File: src/rtl/mcp_pkg.sv
// Purpose: Constants and types for the memory controller pin interface.
// Assumes: 50 MHz bus clock, one access in flight at a time.
// Notes:   Pin fields ending in _n are active low; masks are active high.
package mcp_pkg;
  localparam int CLK_PERIOD_NS = 20;
  localparam int SCS_HOLD_NS   = 60;
  localparam int SCS_HOLD_CYC  = (SCS_HOLD_NS + CLK_PERIOD_NS - 1) / CLK_PERIOD_NS;
  localparam int CNT_W         = 4;
  localparam int PAT_WORDS     = 8;
  localparam int PAT_IDX_W     = 3;
  localparam int LANES         = 8;
  localparam int BANK_W        = 3;
  localparam int GPL_W         = 6;
  localparam int ROW_A10_BIT   = 10;
  localparam int BADDR_HI      = 4;
  localparam int BADDR_LO      = 3;

  localparam logic [PAT_IDX_W-1:0] PAT_LAST_IDX = 3'h7;
  localparam logic [CNT_W-1:0]     SCS_LAST     = 4'(SCS_HOLD_CYC - 1);
  localparam logic [LANES-1:0]     ALL_LANES    = 8'hff;
  localparam logic [LANES-1:0]     BANK0_SEL    = 8'h01;
  localparam logic [3:0]           ONE_W4       = 4'h1;
  localparam logic [3:0]           FULL_W4      = 4'h8;

  // Buffer control modes: direction plus enable, or separate read and write enables.
  localparam logic [1:0] BCTL_MODE_DIR = 2'h0;
  localparam logic [1:0] BCTL_MODE_RW  = 2'h1;

  localparam logic [1:0] MACH_SCS   = 2'h0;
  localparam logic [1:0] MACH_SDRAM = 2'h1;

  typedef enum logic [5:0] {
    ST_IDLE   = 6'h01,
    ST_SCS    = 6'h02,
    ST_SDACT  = 6'h04,
    ST_SDCMD  = 6'h08,
    ST_PAT    = 6'h10,
    ST_PATEND = 6'h20
  } mcp_state_t;

  typedef struct packed {
    logic              valid;
    logic              write;
    logic [BANK_W-1:0] bank;
    logic [1:0]        machine;
    logic [31:0]       addr;
    logic [1:0]        size_log;
    logic [1:0]        port_log;
    logic              auto_pre;
  } mcp_req_t;

  typedef struct packed {
    logic [1:0] buffer_ctrl_function_field;
    logic       ext_master;
    logic       ext_term;
    logic       parity_en;
  } mcp_cfg_t;

  typedef struct packed {
    logic [GPL_W-1:0] gpl;
    logic             lanes_on;
    logic             wait_chk;
    logic             addr_inc;
    logic             last;
  } mcp_pat_word_t;

  typedef struct packed {
    logic [LANES-1:0] cs_n;
    logic             buffer_ctrl_a;
    logic             buffer_ctrl_b;
    logic [1:0]       burst_addr_lines;
    logic             ale;
    logic [LANES-1:0] write_lane_strobes_n;
    logic [LANES-1:0] sdram_lane_masks;
    logic [LANES-1:0] programmed_lane_selects_n;
    logic             sdram_addr_ten;
    logic [GPL_W-1:0] pattern_lines;
    logic             sdram_write_strobe_n;
    logic             sdram_row_strobe_n;
    logic             sdram_column_strobe_n;
    logic             memory_output_enable_n;
    logic             parity_chip_select_n;
    logic             sdram_addr_mux_ctrl;
  } mcp_pins_t;

  localparam mcp_pins_t PINS_IDLE = '{
    cs_n: 8'hff, buffer_ctrl_a: 1'b1, buffer_ctrl_b: 1'b1, burst_addr_lines: 2'h0,
    ale: 1'b0, write_lane_strobes_n: 8'hff, sdram_lane_masks: 8'hff,
    programmed_lane_selects_n: 8'hff, sdram_addr_ten: 1'b0, pattern_lines: 6'h3f,
    sdram_write_strobe_n: 1'b1, sdram_row_strobe_n: 1'b1, sdram_column_strobe_n: 1'b1,
    memory_output_enable_n: 1'b1, parity_chip_select_n: 1'b1, sdram_addr_mux_ctrl: 1'b0};

  typedef struct packed {
    mcp_state_t           fsm;
    mcp_pins_t            pins;
    logic [CNT_W-1:0]     cnt;
    logic [PAT_IDX_W-1:0] idx;
    logic                 write;
    logic                 auto_pre;
    logic [LANES-1:0]     lanes;
    logic                 ready;
    logic                 done;
  } mcp_st_t;

  localparam mcp_st_t ST_RESET = '{
    fsm: ST_IDLE, pins: PINS_IDLE, cnt: 4'h0, idx: 3'h0, write: 1'b0,
    auto_pre: 1'b0, lanes: 8'h00, ready: 1'b1, done: 1'b0};
endpackage : mcp_pkg

File: src/rtl/mcp_pin_if.sv
// Purpose: Pin-level sequencer of the memory controller: chip selects, lane strobes,
//          SDRAM command lines, buffer and latch controls, programmed pattern lines.
// Assumes: Requests and inputs are synchronous to clock_i; one access at a time.
`timescale 1ns/1ns
module mcp_pin_if
  import mcp_pkg::*;
(
  input  wire logic                  clock_i,
  input  wire logic                  reset_i,
  input  wire mcp_pkg::mcp_req_t     req_i,
  input  wire mcp_pkg::mcp_cfg_t     cfg_i,
  input  wire mcp_pkg::mcp_pat_word_t pat_prog_i [mcp_pkg::PAT_WORDS],
  input  wire logic                  simple_machine_ack_in_n_i,
  input  wire logic                  pattern_machine_wait_in_i,
  output mcp_pkg::mcp_pins_t         pins_o,
  output logic                       ready_o,
  output logic                       done_o
);
  import mcp_pkg::*;

  mcp_st_t       q;
  mcp_st_t       d;
  mcp_pat_word_t word;
  logic          start;
  logic [7:0]    req_lanes;

  // Lanes touched by an access: size-wide span at the address offset within the port.
  function automatic logic [7:0] lane_mask(input logic [2:0] a, input logic [1:0] sz,
                                           input logic [1:0] pl);
    logic [7:0] span;
    logic [7:0] port;
    logic [3:0] pmask;
    logic [2:0] off;
    span  = ALL_LANES >> (FULL_W4 - (ONE_W4 << sz));
    port  = ALL_LANES >> (FULL_W4 - (ONE_W4 << pl));
    pmask = (ONE_W4 << pl) - ONE_W4;
    off   = a & pmask[2:0];
    return (span << off) & port;
  endfunction : lane_mask

  assign start     = (q.fsm == ST_IDLE) && req_i.valid;
  assign req_lanes = lane_mask(req_i.addr[2:0], req_i.size_log, req_i.port_log);
  assign word      = pat_prog_i[q.idx];

  always_comb
  begin
    d      = q;
    d.done = 1'b0;
    unique case (q.fsm)
      ST_IDLE:
      begin
        if (req_i.valid)
        begin
          d.ready    = 1'b0;
          d.write    = req_i.write;
          d.auto_pre = req_i.auto_pre;
          d.lanes    = req_lanes;
          d.cnt      = '0;
          d.idx      = '0;
          d.pins.cs_n = ~(BANK0_SEL << req_i.bank);
          d.pins.ale  = cfg_i.ext_master;
          d.pins.burst_addr_lines = req_i.addr[BADDR_HI:BADDR_LO];
          d.pins.parity_chip_select_n = ~cfg_i.parity_en;
          d.pins.buffer_ctrl_b = (cfg_i.buffer_ctrl_function_field == BCTL_MODE_RW) ?
                                 ~req_i.write : 1'b0;
          d.pins.buffer_ctrl_a = (cfg_i.buffer_ctrl_function_field == BCTL_MODE_RW) ?
                                 req_i.write : ~req_i.write;
          if (req_i.machine == MACH_SCS)
          begin
            d.fsm = ST_SCS;
            d.pins.memory_output_enable_n = req_i.write;
            d.pins.write_lane_strobes_n = req_i.write ? ~req_lanes : ALL_LANES;
          end
          else if (req_i.machine == MACH_SDRAM)
          begin
            d.fsm = ST_SDACT;
            d.pins.sdram_row_strobe_n  = 1'b0;
            d.pins.sdram_addr_ten      = req_i.addr[ROW_A10_BIT];
            d.pins.sdram_addr_mux_ctrl = 1'b0;
          end
          else
          begin
            d.fsm = ST_PAT;
          end
        end
      end
      ST_SCS:
      begin
        d.pins.ale = 1'b0;
        d.cnt      = q.cnt + 4'h1;
        if (cfg_i.ext_term ? !simple_machine_ack_in_n_i : (q.cnt == SCS_LAST))
        begin
          d.pins  = PINS_IDLE;
          d.done  = 1'b1;
          d.ready = 1'b1;
          d.fsm   = ST_IDLE;
        end
      end
      ST_SDACT:
      begin
        d.pins.ale                   = 1'b0;
        d.pins.sdram_row_strobe_n    = 1'b1;
        d.pins.sdram_column_strobe_n = 1'b0;
        d.pins.sdram_write_strobe_n  = ~q.write;
        d.pins.sdram_addr_ten        = q.auto_pre;
        d.pins.sdram_addr_mux_ctrl   = 1'b1;
        d.pins.sdram_lane_masks      = ~q.lanes;
        d.fsm                        = ST_SDCMD;
      end
      ST_SDCMD:
      begin
        d.pins  = PINS_IDLE;
        d.done  = 1'b1;
        d.ready = 1'b1;
        d.fsm   = ST_IDLE;
      end
      ST_PAT:
      begin
        d.pins.ale = 1'b0;
        d.pins.pattern_lines = word.gpl;
        d.pins.programmed_lane_selects_n = word.lanes_on ? ~q.lanes : ALL_LANES;
        if (word.addr_inc)
        begin
          d.pins.burst_addr_lines = q.pins.burst_addr_lines + 2'h1;
        end
        if (!(word.wait_chk && pattern_machine_wait_in_i))
        begin
          if (word.last || (q.idx == PAT_LAST_IDX))
          begin
            d.fsm = ST_PATEND;
          end
          else
          begin
            d.idx = q.idx + 3'h1;
          end
        end
      end
      ST_PATEND:
      begin
        d.pins  = PINS_IDLE;
        d.done  = 1'b1;
        d.ready = 1'b1;
        d.fsm   = ST_IDLE;
      end
    endcase
  end

  always_ff @(posedge clock_i)
  begin
    if (reset_i)
    begin
      q <= ST_RESET;
    end
    else
    begin
      q <= d;
    end
  end

  assign pins_o  = q.pins;
  assign ready_o = q.ready;
  assign done_o  = q.done;
endmodule : mcp_pin_if

File: config.mk
export PLATFORM = sky130hd
export DESIGN_NAME = mcp_pin_if
export DESIGN_NICKNAME = d
export VERILOG_FILES = /design/src/rtl/mcp_pkg.sv /design/src/rtl/mcp_pin_if.sv
export SDC_FILE = /design/constraint.sdc
export NUM_CORES = 1
export LEC_CHECK = 0
export BUFFER_PORTS_ARGS = -buffer_cell sky130_fd_sc_hd__buf_2
export CORE_ASPECT_RATIO = 1.1
export CORE_MARGIN = 2
export CORE_UTILIZATION = 35
export CTS_BUF_LIST = sky130_fd_sc_hd__clkbuf_8
export DETAILED_ROUTE_END_ITERATION = 10
export PLACE_DENSITY_LB_ADDON = 0.08
export SYNTH_ARGS = -nofsm -noshare
export SYNTH_HDL_FRONTEND = slang
export SYNTH_SLANG_ARGS = --single-unit
File: constraint.sdc
create_clock -name clock_i -period 2.7 [get_ports clock_i]
set_input_delay 0.135 -clock clock_i [delete_from_list [all_inputs] [get_ports clock_i]]
set_output_delay 0.135 -clock clock_i [all_outputs]
set_load 0.02 [all_outputs]
Word-level counts from Yosys, hierarchy flattened --
Index checks and enable logic that the tools add are counted.
Cells by class: reduce and logical (&&, ||, !) cells 26, $add $sub $neg 6, bitwise gates (word level) 9, shift operators 6, eq/ne operators 19, magnitude comparators 1, muxes and demuxes 45, multipliers 0, divide/modulo/power cells 0
Operators with widths (count):
- 8-bit one-hot mux with 3 select lines | 3
- 56-bit two-way mux | 1
- 10-bit binary-select mux with 3-bit select | 1
- 10-bit one-hot mux with 3 select lines | 1
- 6-bit one-hot mux with 5 select lines | 1
- 27-bit two-way mux | 1
- 8-bit two-way mux | 3
- 8-bit inverter | 3
- 21-bit two-way mux | 1
- 10-bit two-way mux | 2
- 6-bit two-way mux | 3
- 6-bit one-hot mux with 3 select lines | 1
- 4-bit AND reduction | 4
- 8-bit by 4-bit >> shifter with 8-bit output, first input constant | 2
- 1-bit one-hot mux with 3 select lines | 5
- 2-bit inequality test, second input constant | 7
- 3-bit nonzero test | 4
- 1-bit two-way mux | 10
- 5-bit AND reduction | 2
- 8-bit AND | 1
- 1-bit one-hot mux with 4 select lines | 2
- 2-bit one-hot mux with 4 select lines | 1
- 4-bit one-hot mux with 2 select lines | 1
- 2-bit AND reduction | 4
- 38 further kinds | 48
Storage, ports and cells: bits in registers 75, input bits 133, output and inout bits 52, memory bits (writable) 0, memory bits (read-only) 0, memories 0, logic and storage cells 136, bits in latches 0

Longest topological paths before layout --
depth in word-level cells 10, gate-level depth with buffers 9, mapped depth without buffers 7

Worst setup path after synthesis --
Ideal clock, no wire load.
kind reg2reg, from reg q[12] (netlist name), to reg q (netlist bit pins_o[10]), stages on the path, launching flop included 7, data arrival time 1874 ps, path buffers 2, setup slack 698 ps, setup time 128 ps, cells stage by stage dfxtp_1 -> buf_4 -> buf_2 -> mux4_2 -> mux2_2 -> o22ai_1 -> nand2_1
Between the ends: longest elaborated chain between the ends 5
Ends and longest elaborated chain:
- from (decl) | line mcp_pin_if.sv:21 | mcp_st_t q;
- from (signal assigned) | line mcp_pin_if.sv:152 | q <= ST_RESET;
- from (signal assigned) | line mcp_pin_if.sv:156 | q <= d;
- 3-bit inverter with 4-bit output (implied by the code) | line mcp_pin_if.sv:43 | assign word = pat_prog_i[q.idx];
- 10-bit binary-select mux with 3-bit select | line mcp_pin_if.sv:43
- 10-bit two-way mux (implied by the code) (2 in series) | line mcp_pin_if.sv:43
- 6-bit one-hot mux with 3 select lines | line mcp_pin_if.sv:49 | unique case (q.fsm)
Every way passes these cells. The select of a mux whose other input is x is not followed. A chain may end at the register's enable or synchronous reset.

Worst setup path in the final report --
from reg q[70] (netlist name), to reg q (netlist bit pins_o[14])
Between the ends: longest elaborated chain between the ends 4, elaborated cells on any way between the ends 9
Ends and longest elaborated chain (line):
- 6-bit == test / 6-bit by 4-bit == test with 1-bit output (equally long branches) | mcp_pin_if.sv:49
- 2-bit OR reduction (no source line)
- 3-bit nonzero test (no source line)
- 2-bit AND reduction (no source line)
Parallel ways exist; a longest one is shown, timed or not.

==> results.sh <==
export IMPL_power_density_nw_per_um2=495
export IMPL_ios=185
export IMPL_fin_setup_tns_ns=0
export IMPL_multi_input_comb_area_sq_um=2470
export IMPL_vias=4002
export IMPL_cts_root_buf="sky130_fd_sc_hd__clkbuf_8"
export IMPL_adder_cell_share_of_the_synthesized_area=0.0137
export IMPL_num_rows=43
export IMPL_maxSlewViolCount=0
export IMPL_worst_slew_pin_transition_ns=0.999
export IMPL_clockBufferDepth=2
export IMPL_synth_fp_nets=639
export IMPL_initialDrtViolationCount=259
export IMPL_syn_area_sq_um=4560
export IMPL_gp_congestion=0.792
export IMPL_avgSynthCellArea_sq_um=9.11
export IMPL_place_inst=743
export IMPL_fin_total_pwr_mw=2.64
export IMPL_synth_distinct_cells=66
export IMPL_regArea_sq_um=1500
export IMPL_register_bit_total_from_synthesis=75
export IMPL_grt_remaining_overflow=0
export IMPL_yosys_mux_area_fraction=0.129
export IMPL_clock_skew_ns=0.00715
export IMPL_finalWorstPathRequiredPeriod_ns=2.40
export IMPL_setup_viol=0
export IMPL_avgRoutedWirePerCell_um=16.7
export IMPL_grt_pass1_wl_um=19800
export IMPL_core_region_area_sq_um=12700
export IMPL_asyncSetResetFlopFracSynth=0
export IMPL_post_cts_setup_buffers=0
export IMPL_total_cts_buffers=9
export IMPL_clock_sink_count=75
export IMPL_ant_nets=0
export IMPL_synth_yosys_seq_area_share=0.329
export IMPL_area_share_of_the_largest_cell_type_after_synthesis=0.329
export IMPL_critical_path_arrival_ns=2.60
export IMPL_final_hold_violation_count=0
export IMPL_dp_final_hpwl_um=9780
export IMPL_ir_drop_mv=0.177
export IMPL_post_route_non_filler_standard_cell_count=760
export IMPL_chipWidth_um=113
export IMPL_critical_path_max_fanout=14
export IMPL_status="finished with violations"
export IMPL_timing_final_crit_share=0.888
export IMPL_yosys_area_share_xor_xnor=0.00959
export IMPL_grt_antenna_before_repair=1
export IMPL_placed_cell_area_sq_um=5110
export IMPL_cp_slowest_stage_delay_ns=0.88
export IMPL_layout_filler_cells=1287
export IMPL_totalWireLength_um=12700
export IMPL_dominant_combinational_cell_family_by_area_after_synthesis="compound AO/OA/AOI/OAI gates"
export IMPL_post_synth_inst_count=501
export IMPL_design_final_nets=736
export IMPL_max_freq_mhz=417
export IMPL_power_static_leakage_nw=2.10
export IMPL_ys_dominant_reg_cell="sky130_fd_sc_hd__dfxtp_1"
export IMPL_synthTopCellsByArea="sky130_fd_sc_hd__dfxtp_1 33%, sky130_fd_sc_hd__mux4_2 8.9%, sky130_fd_sc_hd__buf_4 8.6%, sky130_fd_sc_hd__nand2_1 3.7%, sky130_fd_sc_hd__o21ai_0 3.3%"
export IMPL_dieHeight_um=124
export IMPL_htreeDepth=3
export IMPL_routed_via_density=5.27
export IMPL_ys_top_cells_by_count="75 x sky130_fd_sc_hd__dfxtp_1, 52 x sky130_fd_sc_hd__buf_4, 45 x sky130_fd_sc_hd__nand2_1"
export IMPL_firstDrtPassIters=7
export IMPL_post_route_drc_count=20
export IMPL_critical_path_top_delay_family="simple AND/OR/NAND/NOR gates"
export IMPL_yosysTopAreaCell="sky130_fd_sc_hd__dfxtp_1"
export IMPL_port_buffers=158
export IMPL_compound_gate_fraction_of_synth_area=0.232
export IMPL_clk_latency_ns=0.35
export IMPL_maxCapViolations=0
export IMPL_grt_pass1_vias=3887
export IMPL_critPathBufInv=0
export IMPL_critical_path_slowest_cell="sky130_fd_sc_hd__nor3_1"
export IMPL_synth_most_common_cell="sky130_fd_sc_hd__dfxtp_1"
export IMPL_relSlewSlack=0.329
export IMPL_hold_ws_ns=0.0313
export IMPL_globalRouteTotalUtil=0.182
export IMPL_post_cts_resize_count=0
export IMPL_required_ns=2.90
export IMPL_number_of_enable_type_register_cells_in_the_synthesized_netlist=0
export IMPL_synth_simple_gate_area_share=0.157
export IMPL_drive_above_1_share=0.379
export IMPL_postLayoutCellArea_sq_um=5330
export IMPL_yosys_warnings=0
export IMPL_hold_path_class="primary input to flop"
export IMPL_rrSetupSlack_ns=0.30
export IMPL_die_area_sq_um=14000
export IMPL_starting_density_of_the_core=0.359
export IMPL_clock_transition_at_the_registers_of_the_reported_paths_ns=0.08
export IMPL_cts_tree="built"
export IMPL_worstSetupPathType="flop to flop"
export IMPL_worstSetupStartpointType="flop"
export IMPL_grt_max_degree=28
export IMPL_rsz0062_at_grt="no"
export IMPL_violated_checks="design-rule violations"
export IMPL_timing_critical_path_to_type="flop"
export IMPL_area_growth_syn_to_layout_pct=16.9
export IMPL_crit_path_cell_chain="nor4_4 > nand3b_1 > nor3_1 > a2bb2oi_1"
[flip-flops by register name, summed over array words and instances (netlist names)]
register,count
done_o,1
pins_o,50
ready_o,1
q,23
[metal layers]
metal	part of all wire	global-route usage	routed length, um
met5	0	0	0
met4	0.016	0.0625	207
met3	0.064	0.0399	813
met2	0.48	0.320	6110
met1	0.44	0.221	5600
[cells by family (layout without fill, tap and decap cells)]
group / after synthesis / in the layout
other: 0 / 1
muxes: 35 / 35
buffers and inverters: 97 / 198
AOI/OAI and AO/OA: 148 / 148
and+or+nand+nor: 136 / 136
adders and majority gates: 5 / 5
xor gates and xnor gates: 5 / 5
DFF: 75 / 75
[tightest hold or removal path: cells and delay by family]
kind / cells / cell delay, ns
AND/OR/NAND/NOR: 1 / 0.05
AO/OA/AOI/OAI: 1 / 0.05
buffers and inverters: 1 / 0.10
[timing repair]
item                                   in CTS  in global routing
endpoints found under the hold margin       1                  0
hold buffers                                1                  0
setup endpoints to repair                   0                  0
[cell type report]
type / instances / area share
Antenna cell: 1 / 0.000469
Multi-Input combinational cell: 329 / 0.463
Sequential cell: 75 / 0.281
Clock inverter: 5 / 0.0145
Timing Repair Buffer: 174 / 0.171
Tap cell: 157 / 0.0368
Clock buffer: 10 / 0.0258
Inverter: 9 / 0.00633
[cells in the final DEF (no fill, tap or decap), drive strengths merged, types with 5 or more instances in the layout]
cell / netlist / final
xor2: 5 / 5
a21oi: 28 / 28
a211oi: 5 / 5
o21ai: 33 / 33
o21bai: 12 / 12
a21o: 15 / 15
nand3: 9 / 9
clkbuf: 19 / 10
nand2: 45 / 45
mux2: 9 / 9
nor2b: 5 / 5
ha: 5 / 5
mux2i: 8 / 8
nor4: 6 / 6
inv: 9 / 9
nor3: 7 / 7
buf: 69 / 173
a31oi: 9 / 9
o22ai: 5 / 5
mux4: 18 / 18
o21a: 7 / 7
and2: 6 / 6
nor2: 24 / 24
a2bb2oi: 10 / 10
dfxtp: 75 / 75
[power breakdown]
part	leakage [nW]	internal (mW)	total (mW)	switching, mW
logic	1.39	0.223	0.505	0.283
registers	0.609	1.14	1.18	0.0378
clock network	0.108	0.537	0.955	0.418
total	2.10	1.90	2.64	0.738
[stage by stage]
stage	utilization	worst slack, ns
after floorplan	-	0.698
after global placement	0.402	0.357
after detailed placement	0.402	0.309
after CTS	0.420	0.292
after global routing	0.420	0.0321
final	0.420	0.303
[final timing paths]
kind | from | endpoint | depth (start not counted)
setup / recovery | q[70] | pins_o[14] | 4
hold reg to reg | pins_o[4] | pins_o[4] | 1
setup reg to reg | q[70] | pins_o[14] | 4
hold / removal | cfg_i[2] | pins_o[37] | 3
Power figures use the tool's default switching activity.
